$ cat config.mk
export PLATFORM = sky130hd
export DESIGN_NAME = otc_cmd_handler
export DESIGN_NICKNAME = d
export VERILOG_FILES = /design/src/otc_pkg.sv /design/src/otc_nv_if.sv /design/src/otc_nv_writer.sv /design/src/otc_cmd_handler.sv
export SDC_FILE = /design/constraint.sdc
export NUM_CORES = 1
export LEC_CHECK = 0
export BUFFER_PORTS_ARGS = -buffer_cell sky130_fd_sc_hd__clkbuf_2
export CELL_PAD_IN_SITES_DETAIL_PLACEMENT = 1
export CELL_PAD_IN_SITES_GLOBAL_PLACEMENT = 1
export CORE_MARGIN = 2
export CORE_UTILIZATION = 45
export CTS_CLUSTER_SIZE = 12
export DETAILED_ROUTE_END_ITERATION = 10
export GPL_ROUTABILITY_DRIVEN = 0
export MAX_ROUTING_LAYER = met4
export PLACE_DENSITY_LB_ADDON = 0.2
export SLEW_MARGIN = 30
export SYNTH_ARGS = -nofsm -noshare
export SYNTH_HDL_FRONTEND = slang
export SYNTH_SLANG_ARGS = --single-unit
$ cat constraint.sdc
create_clock -name aclk -period 6.13 [get_ports aclk]
set_clock_uncertainty 0.15 [all_clocks]
set_input_delay 0.613 -clock aclk [delete_from_list [all_inputs] [get_ports aclk]]
set_output_delay 0.613 -clock aclk [all_outputs]
set_load 0.02 [all_outputs]
$ cat src/otc_pkg.sv
package otc_pkg;

  localparam int ADDR_W = 8;
  localparam int DATA_W = 32;
  localparam int NCH = 4;

  // Register byte offsets
  localparam logic [ADDR_W-1:0] OFF_CMD = 8'h00;
  localparam logic [ADDR_W-1:0] OFF_SETW = 8'h04;
  localparam logic [ADDR_W-1:0] OFF_RESP = 8'h08;
  localparam logic [ADDR_W-1:0] OFF_STAT = 8'h0c;
  localparam logic [ADDR_W-1:0] OFF_BANK = 8'h10;
  localparam logic [ADDR_W-1:0] OFF_NVCNT = 8'h14;

  // Field positions
  localparam int CMD_CODE_LSB = 8;
  localparam int CMD_INFO_LSB = 0;
  localparam int SETW_PORTA_BIT = 0;
  localparam int SETW_RT_BIT = 1;
  localparam int STAT_POLICY_BIT = 0;
  localparam int STAT_NVPEND_BIT = 1;
  localparam int STAT_BUSY_BIT = 2;
  localparam int STAT_RUN_LSB = 4;
  localparam int STAT_MAN_LSB = 8;
  localparam int STAT_AT40_LSB = 12;
  localparam int STAT_AT100_LSB = 16;
  localparam int STAT_RSP_LSB = 20;

  // Command codes
  localparam logic [7:0] CMD_WMODE = 8'h04;
  localparam logic [7:0] CMD_SRST = 8'h06;
  localparam logic [7:0] CMD_RUN = 8'h0a;
  localparam logic [7:0] CMD_STOP = 8'h0b;
  localparam logic [7:0] CMD_MAN = 8'h0c;
  localparam logic [7:0] CMD_AUTO = 8'h0d;
  localparam logic [7:0] CMD_AT40 = 8'h0e;
  localparam logic [7:0] CMD_AT100 = 8'h0f;
  localparam logic [7:0] CMD_ATCAN = 8'h10;
  localparam logic [7:0] CMD_BANK0 = 8'h1e;
  localparam logic [7:0] CMD_BANK3 = 8'h21;
  localparam logic [7:0] CMD_LSP = 8'h22;
  localparam logic [7:0] CMD_RSP = 8'h23;
  localparam logic [7:0] CMD_ERST = 8'h2d;
  localparam logic [7:0] CMD_ALM1 = 8'h32;
  localparam logic [7:0] CMD_ALM3 = 8'h34;
  localparam logic [7:0] CMD_ALMALL = 8'h35;
  localparam logic [7:0] CMD_SAVE = 8'h37;
  localparam logic [7:0] CMD_PINIT = 8'h38;
  localparam logic [7:0] CMD_SAVE2 = 8'h39;
  localparam logic [7:0] CMD_UCFG = 8'h3b;

  localparam logic [7:0] INFO_ZERO = 8'h00;
  localparam logic [7:0] INFO_ONE = 8'h01;
  localparam logic [7:0] INFO_ALL = 8'hff;

  // Response codes
  localparam logic [15:0] RSP_OK = 16'h0000;
  localparam logic [15:0] RSP_PARAM = 16'h1100;
  localparam logic [15:0] RSP_STOPPED = 16'h2202;
  localparam logic [15:0] RSP_NVBUSY = 16'h7014;
  localparam logic [15:0] RSP_MANUAL = 16'h7041;
  localparam logic [15:0] RSP_TUNING = 16'h7042;

  localparam logic [1:0] AXI_OKAY = 2'h0;
  localparam logic [1:0] AXI_SLVERR = 2'h2;

  // Nonvolatile write time
  localparam int CLK_NS = 8;
  localparam int NV_WRITE_NS = 1000;
  localparam int NV_WRITE_CYC = (NV_WRITE_NS + CLK_NS - 1) / CLK_NS;

  localparam logic POLICY_RAM_RST = 1'b1;

  typedef enum logic [1:0] {NV_SETTING, NV_MV, NV_RUNTIME, NV_ALL} otc_nv_kind_t;

  typedef struct packed {
    logic policy_ram;
    logic nv_pending;
    logic [NCH-1:0] run;
    logic [NCH-1:0] manual;
    logic [NCH-1:0] at40;
    logic [NCH-1:0] at100;
    logic [NCH-1:0] rsp;
    logic [2*NCH-1:0] bank;
    logic [15:0] resp;
    logic soft_rst;
    logic err_rst;
    logic pinit;
    logic ucfg_rst;
    logic ucfg_reg;
    logic [3*NCH-1:0] alm_clr;
    logic nv_req;
    otc_nv_kind_t nv_kind;
  } otc_dev_t;

  localparam otc_dev_t DEV_RST = '{policy_ram: POLICY_RAM_RST, nv_kind: NV_SETTING, default: '0};

endpackage

$ cat src/otc_nv_if.sv
`timescale 1ns/1ps
interface otc_nv_if;
  import otc_pkg::*;
  logic req;
  otc_nv_kind_t kind;
  logic busy;
  logic [15:0] commits;
  modport ctl (output req, output kind, input busy, input commits);
  modport mem (input req, input kind, output busy, output commits);
endinterface

$ cat src/otc_nv_writer.sv
`timescale 1ns/1ps
module otc_nv_writer import otc_pkg::*; #(
  parameter int WRITE_CYC = NV_WRITE_CYC
) (
  input wire logic aclk,     // Clock
  input wire logic aresetn,  // Sync reset, low
  otc_nv_if.mem nv           // Commit requests
);

  typedef struct packed {
    logic busy;
    logic [15:0] cnt;
    logic [15:0] commits;
  } otc_nvw_t;

  otc_nvw_t st_reg;
  otc_nvw_t st_next;

  always_comb begin
    st_next = st_reg;
    if (nv.req && !st_reg.busy) begin
      st_next.busy = 1'b1;
      st_next.cnt = 16'(WRITE_CYC - 1);
      st_next.commits = st_reg.commits + 16'h0001;
    end else if (st_reg.busy) begin
      if (st_reg.cnt == 16'h0000) begin
        st_next.busy = 1'b0;
      end else begin
        st_next.cnt = st_reg.cnt - 16'h0001;
      end
    end
  end

  always_ff @(posedge aclk) begin
    if (!aresetn) begin
      st_reg <= '0;
    end else begin
      st_reg <= st_next;
    end
  end

  assign nv.busy = st_reg.busy;
  assign nv.commits = st_reg.commits;

endmodule

$ cat src/otc_cmd_handler.sv
// Overview of operation
// - Code 04 sets write policy; info 00 backup, 01 RAM write.
// - Write policy comes up in RAM write mode after reset.
// - Backup mode commits every secondary-port setting to nonvolatile memory.
// - RAM mode still commits parameters changeable only when stopped or reset.
// - RAM mode keeps run-time parameters in RAM only; power cycle restores them.
// - Switching RAM to backup mode does not flush run-time parameters.
// - Primary-port settings always commit to nonvolatile memory.
// - Gateway writes arrive on the secondary port and follow the policy.
// - Nonvolatile status indication is off after starting from stored values.
// - Code 06 software reset acts like a full power cycle.
// - Run 0A, stop 0B; info 00-03 one channel, FF all.
// - Manual 0C, auto 0D; auto to manual stores manipulated output.
// - Code 37 with info FF saves run-time changeable values.
// - Code 39 with info FF saves all setting values.
// - Autotuning 0E at 40%, 0F at 100%, 10 cancels, per channel.
// - Banks via 1E-21, local setpoint 22, remote setpoint 23, per channel.
// - Alarm latch cancel 32-34 per alarm, 35 all, per channel.
// - Error reset 2D, initialization 38 with info 00; 3B 00/01.
// - Invalid code or related information answers parameter error.
// - Commands during a nonvolatile write answer the busy code.
// - Requesting the mode already held still completes normally.
// - Successful commands answer normal completion.
//
// Local design decisions: the address map and the AXI4-Lite register port.
`timescale 1ns/1ps
module otc_cmd_handler import otc_pkg::*; (
  input wire logic aclk,                        // Clock
  input wire logic aresetn,                     // Sync reset, low
  input wire logic [ADDR_W-1:0] s_axi_awaddr,   // Write address
  input wire logic [2:0] s_axi_awprot,          // Unused
  input wire logic s_axi_awvalid,               // Write address valid
  output logic s_axi_awready,                   // Write address ready
  input wire logic [DATA_W-1:0] s_axi_wdata,    // Write data
  input wire logic [3:0] s_axi_wstrb,           // Unused, full words
  input wire logic s_axi_wvalid,                // Write data valid
  output logic s_axi_wready,                    // Write data ready
  output logic [1:0] s_axi_bresp,               // Write response
  output logic s_axi_bvalid,                    // Write response valid
  input wire logic s_axi_bready,                // Write response ready
  input wire logic [ADDR_W-1:0] s_axi_araddr,   // Read address
  input wire logic [2:0] s_axi_arprot,          // Unused
  input wire logic s_axi_arvalid,               // Read address valid
  output logic s_axi_arready,                   // Read address ready
  output logic [DATA_W-1:0] s_axi_rdata,        // Read data
  output logic [1:0] s_axi_rresp,               // Read response
  output logic s_axi_rvalid,                    // Read valid
  input wire logic s_axi_rready,                // Read ready
  output logic soft_reset_pulse,                // Software reset done
  output logic error_reset_pulse,               // Clear error latches
  output logic [3*NCH-1:0] alarm_clear_pulse,   // Alarm latch clears, 3 per channel
  output logic param_init_pulse,                // Restore default settings
  output logic unit_cfg_reset_pulse,            // Unit configuration reset
  output logic unit_cfg_register_pulse          // Unit configuration register
);

  typedef struct packed {
    logic awready;
    logic wready;
    logic bvalid;
    logic [1:0] bresp;
    logic arready;
    logic rvalid;
    logic [1:0] rresp;
    logic [DATA_W-1:0] rdata;
    logic aw_full;
    logic w_full;
    logic [ADDR_W-1:0] aw_addr;
    logic [DATA_W-1:0] wdata;
    otc_dev_t dev;
  } otc_state_t;

  otc_state_t st_reg;
  otc_state_t st_next;

  otc_nv_if nv ();

  otc_nv_writer #(.WRITE_CYC(NV_WRITE_CYC)) u_nv (
    .aclk(aclk),
    .aresetn(aresetn),
    .nv(nv.mem)
  );

  // Channel selector decode: {valid, mask}
  function automatic logic [NCH:0] chan_sel(input logic [7:0] info);
    logic [NCH:0] r;
    r = '0;
    if (info == INFO_ALL) begin
      r = {1'b1, {NCH{1'b1}}};
    end else if (info < 8'(NCH)) begin
      r = {1'b1, NCH'(1) << info[1:0]};
    end
    return r;
  endfunction

  logic do_write;
  logic cmd_wr;
  logic setw_wr;
  logic busy_now;
  logic [7:0] code;
  logic [7:0] info;
  logic [NCH:0] sel;
  logic [NCH-1:0] m;
  logic [NCH-1:0] tuning;
  logic [2:0] amask;

  assign do_write = st_reg.aw_full && st_reg.w_full && !st_reg.bvalid;
  assign cmd_wr = do_write && (st_reg.aw_addr == OFF_CMD);
  assign setw_wr = do_write && (st_reg.aw_addr == OFF_SETW);
  // A request just issued counts as busy before the writer reports it
  assign busy_now = nv.busy || st_reg.dev.nv_req;
  assign code = st_reg.wdata[CMD_CODE_LSB +: 8];
  assign info = st_reg.wdata[CMD_INFO_LSB +: 8];
  assign sel = chan_sel(info);
  assign m = sel[NCH-1:0];
  assign tuning = st_reg.dev.at40 | st_reg.dev.at100;
  assign amask = (code == CMD_ALMALL) ? 3'h7 : 3'(3'h1 << (code - CMD_ALM1));

  always_comb begin
    st_next = st_reg;
    st_next.dev.soft_rst = 1'b0;
    st_next.dev.err_rst = 1'b0;
    st_next.dev.pinit = 1'b0;
    st_next.dev.ucfg_rst = 1'b0;
    st_next.dev.ucfg_reg = 1'b0;
    st_next.dev.alm_clr = '0;
    st_next.dev.nv_req = 1'b0;
    if (s_axi_awvalid && st_reg.awready) begin
      st_next.aw_full = 1'b1;
      st_next.aw_addr = s_axi_awaddr;
    end
    if (s_axi_wvalid && st_reg.wready) begin
      st_next.w_full = 1'b1;
      st_next.wdata = s_axi_wdata;
    end
    if (st_reg.bvalid && s_axi_bready) begin
      st_next.bvalid = 1'b0;
    end
    if (st_reg.rvalid && s_axi_rready) begin
      st_next.rvalid = 1'b0;
    end

    if (do_write) begin
      st_next.aw_full = 1'b0;
      st_next.w_full = 1'b0;
      st_next.bvalid = 1'b1;
      st_next.bresp = AXI_OKAY;
      case (st_reg.aw_addr)
        OFF_CMD: begin
          st_next.dev.resp = RSP_OK;
          if (busy_now) begin
            st_next.dev.resp = RSP_NVBUSY;
          end else begin
            case (code)
              CMD_WMODE: begin
                // Policy change alone never flushes RAM values
                if (info == INFO_ZERO) st_next.dev.policy_ram = 1'b0;
                else if (info == INFO_ONE) st_next.dev.policy_ram = 1'b1;
                else st_next.dev.resp = RSP_PARAM;
              end
              CMD_SRST: begin
                if (info == INFO_ZERO) begin
                  st_next.dev = DEV_RST;
                  st_next.dev.soft_rst = 1'b1;
                end else begin
                  st_next.dev.resp = RSP_PARAM;
                end
              end
              CMD_RUN, CMD_STOP, CMD_MAN, CMD_AUTO, CMD_ATCAN: begin
                if (!sel[NCH]) begin
                  st_next.dev.resp = RSP_PARAM;
                end else if (code == CMD_RUN) begin
                  st_next.dev.run = st_reg.dev.run | m;
                end else if (code == CMD_STOP) begin
                  st_next.dev.run = st_reg.dev.run & ~m;
                end else if (code == CMD_MAN) begin
                  if ((m & ~st_reg.dev.manual) != '0) begin
                    st_next.dev.nv_req = 1'b1;
                    st_next.dev.nv_kind = NV_MV;
                  end
                  st_next.dev.manual = st_reg.dev.manual | m;
                  st_next.dev.at40 = st_reg.dev.at40 & ~m;
                  st_next.dev.at100 = st_reg.dev.at100 & ~m;
                end else if (code == CMD_AUTO) begin
                  st_next.dev.manual = st_reg.dev.manual & ~m;
                end else begin
                  st_next.dev.at40 = st_reg.dev.at40 & ~m;
                  st_next.dev.at100 = st_reg.dev.at100 & ~m;
                end
              end
              CMD_AT40, CMD_AT100: begin
                if (!sel[NCH]) begin
                  st_next.dev.resp = RSP_PARAM;
                end else if ((m & ~st_reg.dev.run) != '0) begin
                  st_next.dev.resp = RSP_STOPPED;
                end else if ((m & st_reg.dev.manual) != '0) begin
                  st_next.dev.resp = RSP_MANUAL;
                end else if (code == CMD_AT40) begin
                  if ((m & st_reg.dev.at100) != '0) st_next.dev.resp = RSP_TUNING;
                  else st_next.dev.at40 = st_reg.dev.at40 | m;
                end else begin
                  if ((m & st_reg.dev.at40) != '0) st_next.dev.resp = RSP_TUNING;
                  else st_next.dev.at100 = st_reg.dev.at100 | m;
                end
              end
              CMD_LSP, CMD_RSP: begin
                if (!sel[NCH]) begin
                  st_next.dev.resp = RSP_PARAM;
                end else if ((m & tuning) != '0) begin
                  st_next.dev.resp = RSP_TUNING;
                end else if (code == CMD_LSP) begin
                  st_next.dev.rsp = st_reg.dev.rsp & ~m;
                end else begin
                  st_next.dev.rsp = st_reg.dev.rsp | m;
                end
              end
              CMD_ERST: begin
                if (info == INFO_ZERO) st_next.dev.err_rst = 1'b1;
                else st_next.dev.resp = RSP_PARAM;
              end
              CMD_SAVE, CMD_SAVE2: begin
                if (info == INFO_ALL) begin
                  st_next.dev.nv_req = 1'b1;
                  st_next.dev.nv_kind = (code == CMD_SAVE) ? NV_RUNTIME : NV_ALL;
                  st_next.dev.nv_pending = 1'b0;
                end else begin
                  st_next.dev.resp = RSP_PARAM;
                end
              end
              CMD_PINIT: begin
                if (info == INFO_ZERO) st_next.dev.pinit = 1'b1;
                else st_next.dev.resp = RSP_PARAM;
              end
              CMD_UCFG: begin
                if (info == INFO_ZERO) st_next.dev.ucfg_rst = 1'b1;
                else if (info == INFO_ONE) st_next.dev.ucfg_reg = 1'b1;
                else st_next.dev.resp = RSP_PARAM;
              end
              default: begin
                if (code >= CMD_BANK0 && code <= CMD_BANK3 && sel[NCH]) begin
                  if ((m & tuning) != '0) begin
                    st_next.dev.resp = RSP_TUNING;
                  end else begin
                    for (int c = 0; c < NCH; c++) begin
                      if (m[c]) st_next.dev.bank[2*c +: 2] = 2'(code - CMD_BANK0);
                    end
                  end
                end else if (code >= CMD_ALM1 && code <= CMD_ALMALL && sel[NCH]) begin
                  for (int c = 0; c < NCH; c++) begin
                    if (m[c]) st_next.dev.alm_clr[3*c +: 3] = amask;
                  end
                end else begin
                  st_next.dev.resp = RSP_PARAM;
                end
              end
            endcase
          end
        end
        OFF_SETW: begin
          st_next.dev.resp = RSP_OK;
          if (busy_now) begin
            st_next.dev.resp = RSP_NVBUSY;
          end else if (st_reg.wdata[SETW_PORTA_BIT] || !st_reg.dev.policy_ram
                       || !st_reg.wdata[SETW_RT_BIT]) begin
            st_next.dev.nv_req = 1'b1;
            st_next.dev.nv_kind = NV_SETTING;
          end else begin
            st_next.dev.nv_pending = 1'b1;
          end
        end
        OFF_RESP, OFF_STAT, OFF_BANK, OFF_NVCNT: begin
        end
        default: st_next.bresp = AXI_SLVERR;
      endcase
    end

    if (s_axi_arvalid && st_reg.arready) begin
      st_next.rvalid = 1'b1;
      st_next.rresp = AXI_OKAY;
      st_next.rdata = '0;
      case (s_axi_araddr)
        OFF_CMD, OFF_SETW: begin
        end
        OFF_RESP: st_next.rdata[15:0] = st_reg.dev.resp;
        OFF_STAT: begin
          st_next.rdata[STAT_POLICY_BIT] = st_reg.dev.policy_ram;
          st_next.rdata[STAT_NVPEND_BIT] = st_reg.dev.nv_pending;
          st_next.rdata[STAT_BUSY_BIT] = busy_now;
          st_next.rdata[STAT_RUN_LSB +: NCH] = st_reg.dev.run;
          st_next.rdata[STAT_MAN_LSB +: NCH] = st_reg.dev.manual;
          st_next.rdata[STAT_AT40_LSB +: NCH] = st_reg.dev.at40;
          st_next.rdata[STAT_AT100_LSB +: NCH] = st_reg.dev.at100;
          st_next.rdata[STAT_RSP_LSB +: NCH] = st_reg.dev.rsp;
        end
        OFF_BANK: st_next.rdata[2*NCH-1:0] = st_reg.dev.bank;
        OFF_NVCNT: st_next.rdata[15:0] = nv.commits;
        default: st_next.rresp = AXI_SLVERR;
      endcase
    end

    st_next.awready = !st_next.aw_full && !st_next.bvalid;
    st_next.wready = !st_next.w_full && !st_next.bvalid;
    st_next.arready = !st_next.rvalid;
  end

  always_ff @(posedge aclk) begin
    if (!aresetn) begin
      st_reg <= '{dev: DEV_RST, default: '0};
    end else begin
      st_reg <= st_next;
    end
  end

  assign nv.req = st_reg.dev.nv_req;
  assign nv.kind = st_reg.dev.nv_kind;

  assign s_axi_awready = st_reg.awready;
  assign s_axi_wready = st_reg.wready;
  assign s_axi_bvalid = st_reg.bvalid;
  assign s_axi_bresp = st_reg.bresp;
  assign s_axi_arready = st_reg.arready;
  assign s_axi_rvalid = st_reg.rvalid;
  assign s_axi_rresp = st_reg.rresp;
  assign s_axi_rdata = st_reg.rdata;
  assign soft_reset_pulse = st_reg.dev.soft_rst;
  assign error_reset_pulse = st_reg.dev.err_rst;
  assign alarm_clear_pulse = st_reg.dev.alm_clr;
  assign param_init_pulse = st_reg.dev.pinit;
  assign unit_cfg_reset_pulse = st_reg.dev.ucfg_rst;
  assign unit_cfg_register_pulse = st_reg.dev.ucfg_reg;
endmodule

# ---- Word-level counts from Yosys, hierarchy flattened
# Index checks and enable logic that the tools add are counted.
# Widths: inputs -> output; s select.
dict set report totals {
  elab_cells 304
  input_bits 65
  out_inout_bits 58
  register_bits 156
}
dict set report op_classes {
  magnitude_cmp 5
  n_eq_ne 54
  reduce_logical 73
  n_shift 2
  addsub 4
  n_bitwise 27
  muxes 104
}
# operator n
set ops {}
lappend ops {{$mux 15} 9}
lappend ops {{$pmux 16 s6} 1}
lappend ops {{$eq 8x4->1 const B} 10}
lappend ops {{$mux 13} 6}
lappend ops {{$eq 8x6->1 const B} 8}
lappend ops {{$mux 16} 4}
lappend ops {{$mux 12} 5}
lappend ops {{$mux 8} 7}
lappend ops {{$pmux 8 s3} 2}
lappend ops {{$mux 3} 15}
lappend ops {{$and 4x4->4} 11}
lappend ops {{$eq 8x5->1 const B} 5}
lappend ops {{$mux 4} 10}
lappend ops {{$reduce_and 8->1} 5}
lappend ops {{$mux 35} 1}
lappend ops {{$mux 17} 2}
lappend ops {{$eq 8x3->1 const B} 4}
lappend ops {{$ne 2x2->1 const B} 16}
lappend ops {{$pmux 16 s2} 1}
lappend ops {{$pmux 8 s2} 2}
lappend ops {{$mux 30} 1}
lappend ops {{$mux 29} 1}
lappend ops {{$reduce_and 14->1} 2}
lappend ops {{$logic_not 8->1} 3}
lappend ops {{48 further kinds} 138}

# ---- Depth between registers and ports, before layout
# Gate-level depths: netlist of run 1.
dict set report depth {
  word_depth 13
  ltp_mapped 12
}

# ---- Hierarchy
# From an unflattened synthesis of run 1, not the netlist that was laid out.
dict set report hier_totals {
  hier_cells 975
  hier_area_um2 7972.6
}
# mod n_inst cells_per_inst area_per_inst_um2
set modules_own_cells {}
lappend modules_own_cells {otc_cmd_handler 1 771 6262.3}
lappend modules_own_cells {otc_nv_writer 1 204 1710.4}

# ---- Worst setup path before layout of run 1
# OpenSTA, ideal clock, no wires.
dict set report synth_timing {
  kind {reg2reg}
  from {register st_reg[98] in the netlist's numbering}
  to {register st_reg, in the netlist param_init_pulse}
  setup_ns 0.074
  t_required_ns 5.906
  path_buffers 1
  path_slack_ns 3.423
  path_stages_with_launch 9
  arrival_time_ns 2.483
  synth_period_minus_slack_ns 2.707
  cell_sequence {dfxtp_1 -> or4_4 -> or4b_4 -> buf_6 -> or3_4 -> nor2_4 -> nand2_2 -> or4_4 -> nor3_2}
}
dict set report synth_via {
  elab_chain_len 3
}
# element line_no
set synth_lines {}
lappend synth_lines {{from (decl)} otc_cmd_handler.sv:73} ;# otc_state_t st_reg;
lappend synth_lines {{from (signal assigned)} otc_cmd_handler.sv:310} ;# st_reg <= st_next;
lappend synth_lines {{$logic_not 8->1} otc_cmd_handler.sv:148} ;# case (st_reg.aw_addr)
lappend synth_lines {{$not 1->1 (no line)} --}
lappend synth_lines {{$reduce_or 4->1 (no line)} --}
# No other way between the ends.
# A chain may end at the register's enable or synchronous reset.

# ---- Worst setup path after layout of run 1
dict set report layout_timing {
  from {register st_reg, in the netlist info[1]}
  to {register st_reg[38] in the netlist's numbering}
}
dict set report layout_via {
  elab_chain_len 7
  elab_cells_between_ends 14
  classes_between {1 x order compare; 3 x eq/ne; 1 x shift; 2 x mux; 1 x bitwise; 6 x reduce/logical}
}
# element line_no
set layout_lines {}
lappend layout_lines {{$lt 8x3->1 or $shl 1x2->4 (tied branches)} {otc_cmd_handler.sv:90, otc_cmd_handler.sv:91}}
lappend layout_lines {{$mux 5} otc_cmd_handler.sv:90} ;# end else if (info < 8'(NCH)) begin
lappend layout_lines {{$mux 5} otc_cmd_handler.sv:88} ;# if (info == INFO_ALL) begin
lappend layout_lines {{$and 4x4->4} otc_cmd_handler.sv:241} ;# if ((m & tuning) != '0) begin
lappend layout_lines {{$reduce_bool 4->1} otc_cmd_handler.sv:241}
lappend layout_lines {{$ne 2x1->1 (no line)} --}
lappend layout_lines {{$reduce_and 8->1 (no line) *} --}
# Mark *: on every way between the ends. The rest lies on a longest branch, timed or not.

==> impl_results.md, run 1 <==
* Status: complete, no violations
* Syn avg cell area at 7.955 sq um
* Max-cap violations at 0
* Register bit total from synthesis at 147
* Worst hold slack at 0.2539 ns
* Leak pwr at 2.944 nW
* Reg2Reg Depth at 7
* Post-Syn Area at 7239 sq um
* Final wirelength at 21,680 um
* Bufs on Longest Clock Path at 2
* Top post-synthesis cells by area: dfxtp_1 (41%), nor2_1 (6.4%), nand2_1 (6.4%)
* Synth Flop Type: dfxtp_1
* Core ar. at 15,830 sq um
* Slew Limit Fails at 0
* # resized after CTS at 0
* GRT Resource Usage Total at 27.17%
* Post-synth EDFFs at 0
* Die ar. at 17,120 sq um
* Worst EP arrival at 4.06 ns
* Vias in the first global route at 6,722
* Multi-input logic area at 3740 sq um
* Remaining global-route overflow at 0
* RSZ-0062 raised after global routing: false
* Count of input and output buffers at 86
* Post-route minimum period at 3.854 ns
* Die Span Y at 130.8 um
* Final Net Count at 994
* # IOs at 123
* Xor/xnor share of the synthesized area at 2.904%
* Synth Area in Compound Gates at 17.16%
* Worst-path clk slew at 0.06 ns
* Post-DP Area at 7440 sq um
* Share of layout cells above drive strength 1 at 15.78%
* DR iter-0 viols at 432
* Largest net degree at the start of global routing at 69
* R2r setup slk at 2.28 ns
* Diodes inserted at 0
* Rows at 46
* Final core utilization at 50.62%
* Worst-Skew Late Latency at 0.43 ns
* Num CTS Buffers at 17
* Fin. Hold Viols at 0
* CTS Root Cell: clkbuf_16
* # fillers at 1,953
* Worst min-delay path startpoint: s_axi_wdata[4]
* Drt pass-1 iters at 5
* Post-synth top area share at 40.65%
* Initial antenna violation count at 0
* WHS Path Cells at 3
* Launch point of the worst reg-to-reg path: info[1]
* Initial Utilization at 45.74%
* Register area at 2943 sq um
* Area Overhead vs Synth at 10.68%
* Worst reg2reg endpoint: st_reg[38]
* CP startpoint kind: flop
* Placed insts at 1,122
* Cell taking the most area after synthesis: dfxtp_1
* Routed vias/inst at 5.746
* Distinct cells, synth at 71
* Gate Count Post-Synth at 910
* Final worst-path setup slack at 2.276 ns
* Fin area at 8013 sq um
* H-tree Lvls at 4
* Hold_buf cts at 0
* Worst relative slew slack at 34.06%
* Hold crit path type: input port to flop
* Global-route wire length before repair at 34,890 um
* CTS sink count at 147
* Seq/Total Area, Yosys at 40.65%
* Final Setup Violations at 0
* Hold Path Sink: info[4]
* Tot Pwr at 2.182 mW
* Max Freq at 259.5 MHz
* Final cell count without fillers at 1,154
* Mux cell area share after synthesis at 3.820%
* Most numerous cell in the Yosys netlist: dfxtp_1
* Synthesized-area fraction occupied by adder cells at 0.6913%
* Worst-margin pin slew at 0.9865 ns
* CP Class: flop to flop
* Post-DRT Antenna Nets at 0
* Peak VDD IR at 0.1921 mV
* Final period util at 62.87%
* Req. time, crit path at 6.33 ns
* Final setup TNS at 0 ns
* Post-Synth Simple-Gate Area at 26.30%
* Combinational family with the most area after synthesis: simple AND/OR/NAND/NOR gates
* PwrDens at 272.3 nW/um^2
* Die Width at 130.8 um
* Setup Buffers After CTS at 0
* Max reg flops at 49
* Pre-CTS setup slack at 2.601 ns
* Crit end category: flop
* DR DRC count at 0
* Commonest cells in the netlist: dfxtp_1 (147), nor2_1 (124), nand2_1 (123), a21oi_1 (84), buf_4 (48)
* Async set-reset flop share out of synthesis at 0%
* Wire per inst at 18.79 um
* Crit path max fanout at 14
* Post-DP HPWL at 15,600 um
* Synth warnings at 0
* Via count at 6,631
* TritonCTS clock tree: yes
==> report_power, final <==
group	switching, mW	internal (mW)	total [mW]
clock	0.417	0.592	1.01
sequential	0.0215	0.971	0.993
combinational	0.126	0.0544	0.180
total	0.565	1.62	2.18
==> final cells by class <==
type                    instances  share of cell area (%)
multi-input cells             661                   46.67
clock buffers                  21                   5.871
repair buffers                 89                   5.653
clock inverters                11                   1.280
well taps                     216                   3.373
flip-flops and latches        147                   36.73
inverters                       9                  0.4216
==> how the worst max path moves through the flow <==
stage / startpoint / end / slack [ns] / cells past startpoint
after global placement: info[1] / st_reg[38] / 2.70 / 7
after detailed placement: info[1] / st_reg[40] / 2.60 / 7
after floorplan: st_reg[98] / param_init_pulse / 3.42 / 8
final: info[1] / st_reg[38] / 2.28 / 7
after global routing: info[1] / st_reg[40] / 2.16 / 7
after CTS: info[1] / st_reg[38] / 2.47 / 7
==> kinds of logic (layout without fill, tap and decap cells) <==
kind of cell    after synthesis  after routing
mux                          27             27
compound gates              198            198
other cells                   1             10
fa+ha+maj                     4              4
flops                       147            147
xor+xnor                     24             24
buf+inv                     111            130
simple gates                398            398
==> placed cells by master (no fill, tap or decap), types with 5 or more instances in the layout <==
cell	netlist	routed
and3_1	9	9
dfxtp_1	147	147
nand3b_1	6	6
a21o_1	5	5
mux2i_1	22	22
nor3_1	22	22
o221ai_1	8	8
a31oi_1	6	6
nand4_1	10	10
mux2_2	5	5
xnor2_1	10	10
nand2_1	123	123
a22oi_1	8	8
conb_1	1	10
nor2_1	124	124
o21ai_0	32	32
clkbuf_2	0	86
or4_1	5	5
a21oi_1	84	84
inv_1	8	7
a22o_1	7	7
nor4_1	12	11
nand3_1	29	29
nor2b_1	6	6
xor2_1	14	14
o211ai_1	13	13
nand2b_1	8	8
o31ai_1	5	5
or3_1	5	5
clkbuf_16	0	17
and2_1	11	11
==> metal layers <==
layer  vias to the layer above  GRT usage [%]  routed length [um]
li1                       3162              -                   -
met1                      3226          33.91                9595
met2                       204          44.18               10470
met3                        39          4.805                1126
met4                         0          10.08                 488
met5                         -              -                   0
==> critical path, stage by stage (launching register included) <==
cell and delay [ns]:
dfxtp_1 0.70, nand2_1 0.38, nor3_1 0.66, a21oi_1 0.29
nor3_1 0.78, nand3_1 0.19, a21oi_1 0.40, mux2i_1 0.23
Note: power is estimated with default switching activity, not from simulation.
==> inputs of run 2 (changes only) <==
--- a/config.mk
+++ b/config.mk
@@ -9,7 +9,7 @@
 export CELL_PAD_IN_SITES_DETAIL_PLACEMENT = 1
 export CELL_PAD_IN_SITES_GLOBAL_PLACEMENT = 1
 export CORE_MARGIN = 2
-export CORE_UTILIZATION = 45
+export CORE_UTILIZATION = 37
 export CTS_CLUSTER_SIZE = 12
 export DETAILED_ROUTE_END_ITERATION = 10
 export GPL_ROUTABILITY_DRIVEN = 0
==> constraint.sdc (replaced) <==
create_clock -name aclk -period 3.5 [get_ports aclk]
set_clock_uncertainty 0.15 [all_clocks]
set_input_delay 0.35 -clock aclk [delete_from_list [all_inputs] [get_ports aclk]]
set_output_delay 0.35 -clock aclk [all_outputs]
set_load 0.02 [all_outputs]
==> impl_results.md, run 2 (synthesis results as in run 1) <==
* Status: complete, no violations
* Final setup TNS at 0 ns
* DR DRC count at 0
* TritonCTS clock tree: yes
* Peak VDD IR at 0.3387 mV
* CP cell instances: or4_4 > or4b_4 > nor3_4 > and2_1 > nand4_1 > a21oi_1 > mux2i_1
* GR peak layer: met2
* Most frequent cells in the layout: dfxtp_1 (147), nor2_1 (124), nand2_1 (123)
* Crit end category: flop
* DR iter-0 viols at 386
* PwrDens at 464.2 nW/um^2
* Bufs on Longest Clock Path at 2
* CP startpoint kind: flop
* Count of input and output buffers at 86
* Launch point of the worst reg-to-reg path: st_reg[98]
* Diodes inserted at 0
* Max Freq at 332.5 MHz
* Slew Limit Fails at 0
* Register area at 2943 sq um
* R2r setup slk at 0.49 ns
* Fin. Hold Viols at 0
* Die Span Y at 143.9 um
* H-tree Lvls at 4
* Req. time, crit path at 3.72 ns
* Met3 Usage GRT at 3.565%
* CP Class: flop to flop
* Leak pwr at 3.136 nW
* Reg2Reg Depth at 7
* Hold Path Sink: info[6]
* Post-DP HPWL at 15,400 um
* Tot Pwr at 3.923 mW
* Share of layout cells above drive strength 1 at 17.06%
* CTS Root Cell: clkbuf_16
* Worst EP arrival at 3.22 ns
* Routed vias/inst at 5.315
* Crit path max fanout at 7
* Die Width at 143.9 um
* CTS sink count at 147
* Max-cap violations at 0
* Final cell count without fillers at 1,244
* Hold crit path type: input port to flop
* Wire per inst at 17.44 um
* Initial antenna violation count at 0
* Final Setup Violations at 0
* Worst-margin pin slew at 0.8860 ns
* # fillers at 2,355
* Worst relative slew slack at 40.79%
* Worst reg2reg endpoint: st_reg[38]
* Rows at 51
* WHS Path Cells at 3
* RSZ-0062 raised after global routing: false
* Final period util at 85.93%
* Most common cell after layout, fill and taps aside: dfxtp_1
* Worst min-delay path startpoint: s_axi_wdata[6]
* Multi-input logic area at 3734 sq um
* Num CTS Buffers at 17
* Grt met1 use at 29.94%
* Final Net Count at 1,035
* Worst-path clk slew at 0.07 ns
* Slowest stage cell on the critical path: or4b_4
* Worst-Skew Late Latency at 0.43 ns
* GRT Resource Usage Total at 22.41%
* Drt pass-1 iters at 5
* Initial Utilization at 37.44%
* Die ar. at 20,700 sq um
* CP peak stage delay at 0.58 ns
* Placed insts at 1,189
* Vias in the first global route at 6,528
* Global-route wire length before repair at 34,980 um
* # IOs at 123
* Core ar. at 19,330 sq um
* Area Overhead vs Synth at 16.73%
* Post-route minimum period at 3.008 ns
* Via count at 6,612
* Setup Buffers After CTS at 0
* Met2 usage at 34.54%
* Final wirelength at 21,700 um
* Largest net degree at the start of global routing at 73
* Post-DRT Antenna Nets at 0
* Remaining global-route overflow at 0
* Max reg flops at 49
run 2: cell count changes in the layout (fill, tap and decap cells not counted), sizes merged:
cell and delta:
dlygate4sd3 +22, clkinv -3, buf +19, inv +7
clkbuf -4
run 2: per-stage QoR:
| stage | instance area (sq um) | setup slack, ns | hold WS, ns | utilization, % |
|---|---|---|---|---|
| final | 8451 | 0.4924 | 0.03280 | 43.71 |
| after global routing | 8451 | 0.2796 | 0.04019 | 43.71 |
| after CTS | 8436 | 0.4989 | 0.007054 | 43.63 |
| after detailed placement | 7630 | 0.5019 | 0.2974 | 39.46 |
| after global placement | 7630 | 0.5431 | 0.2906 | 39.46 |
| after floorplan | 7273 | 0.7927 | 0.2823 | - |
run 2: critical path, delay by kind of cell, from the launching register on:
family / cells / cell delay (ns)
compound gates: 1 / 0.38
flops: 1 / 0.32
simple gates: 5 / 1.85
mux: 1 / 0.23
run 2: power breakdown:
| group | internal (mW) | switching [mW] | leakage (nW) |
|---|---|---|---|
| clock network | 1.01 | 0.828 | 0.280 |
| logic | 0.122 | 0.237 | 1.67 |
| registers | 1.70 | 0.0266 | 1.19 |
| total | 2.83 | 1.09 | 3.14 |
run 2: worst max path at each step:
stage                               start               end  slack [ns]  depth (start not counted)
final                          st_reg[98]        st_reg[38]        0.49                          7
after floorplan                st_reg[98]  param_init_pulse        0.79                          8
after global placement    u_nv.st_reg[23]   u_nv.st_reg[25]        0.54                          8
after global routing              code[3]        st_reg[54]        0.28                          8
after detailed placement       st_reg[98]        st_reg[38]        0.50                          7
after CTS                 u_nv.st_reg[23]   u_nv.st_reg[25]        0.50                          8
run 2: layer usage:
layer | up-vias | part of all wire, %
li1 | 3252 | -
met1 | 3181 | 49
met2 | 145 | 46
met3 | 34 | 3.4
met4 | 0 | 2.0
met5 | - | 0
run 2: cell type report:
cell class / count / share of cell area [%]
multi-input combinational: 661 / 44.18
sequential: 147 / 34.82
timing repair buffer: 130 / 9.742
clock buffer: 17 / 5.034
tap: 265 / 3.924
clock inverter: 15 / 1.895
inverter: 9 / 0.3998
run 2: what timing repair did:
item,in CTS,in global routing
resized for setup,0,0
endpoints found under the hold margin,22,0
hold buffers,22,0
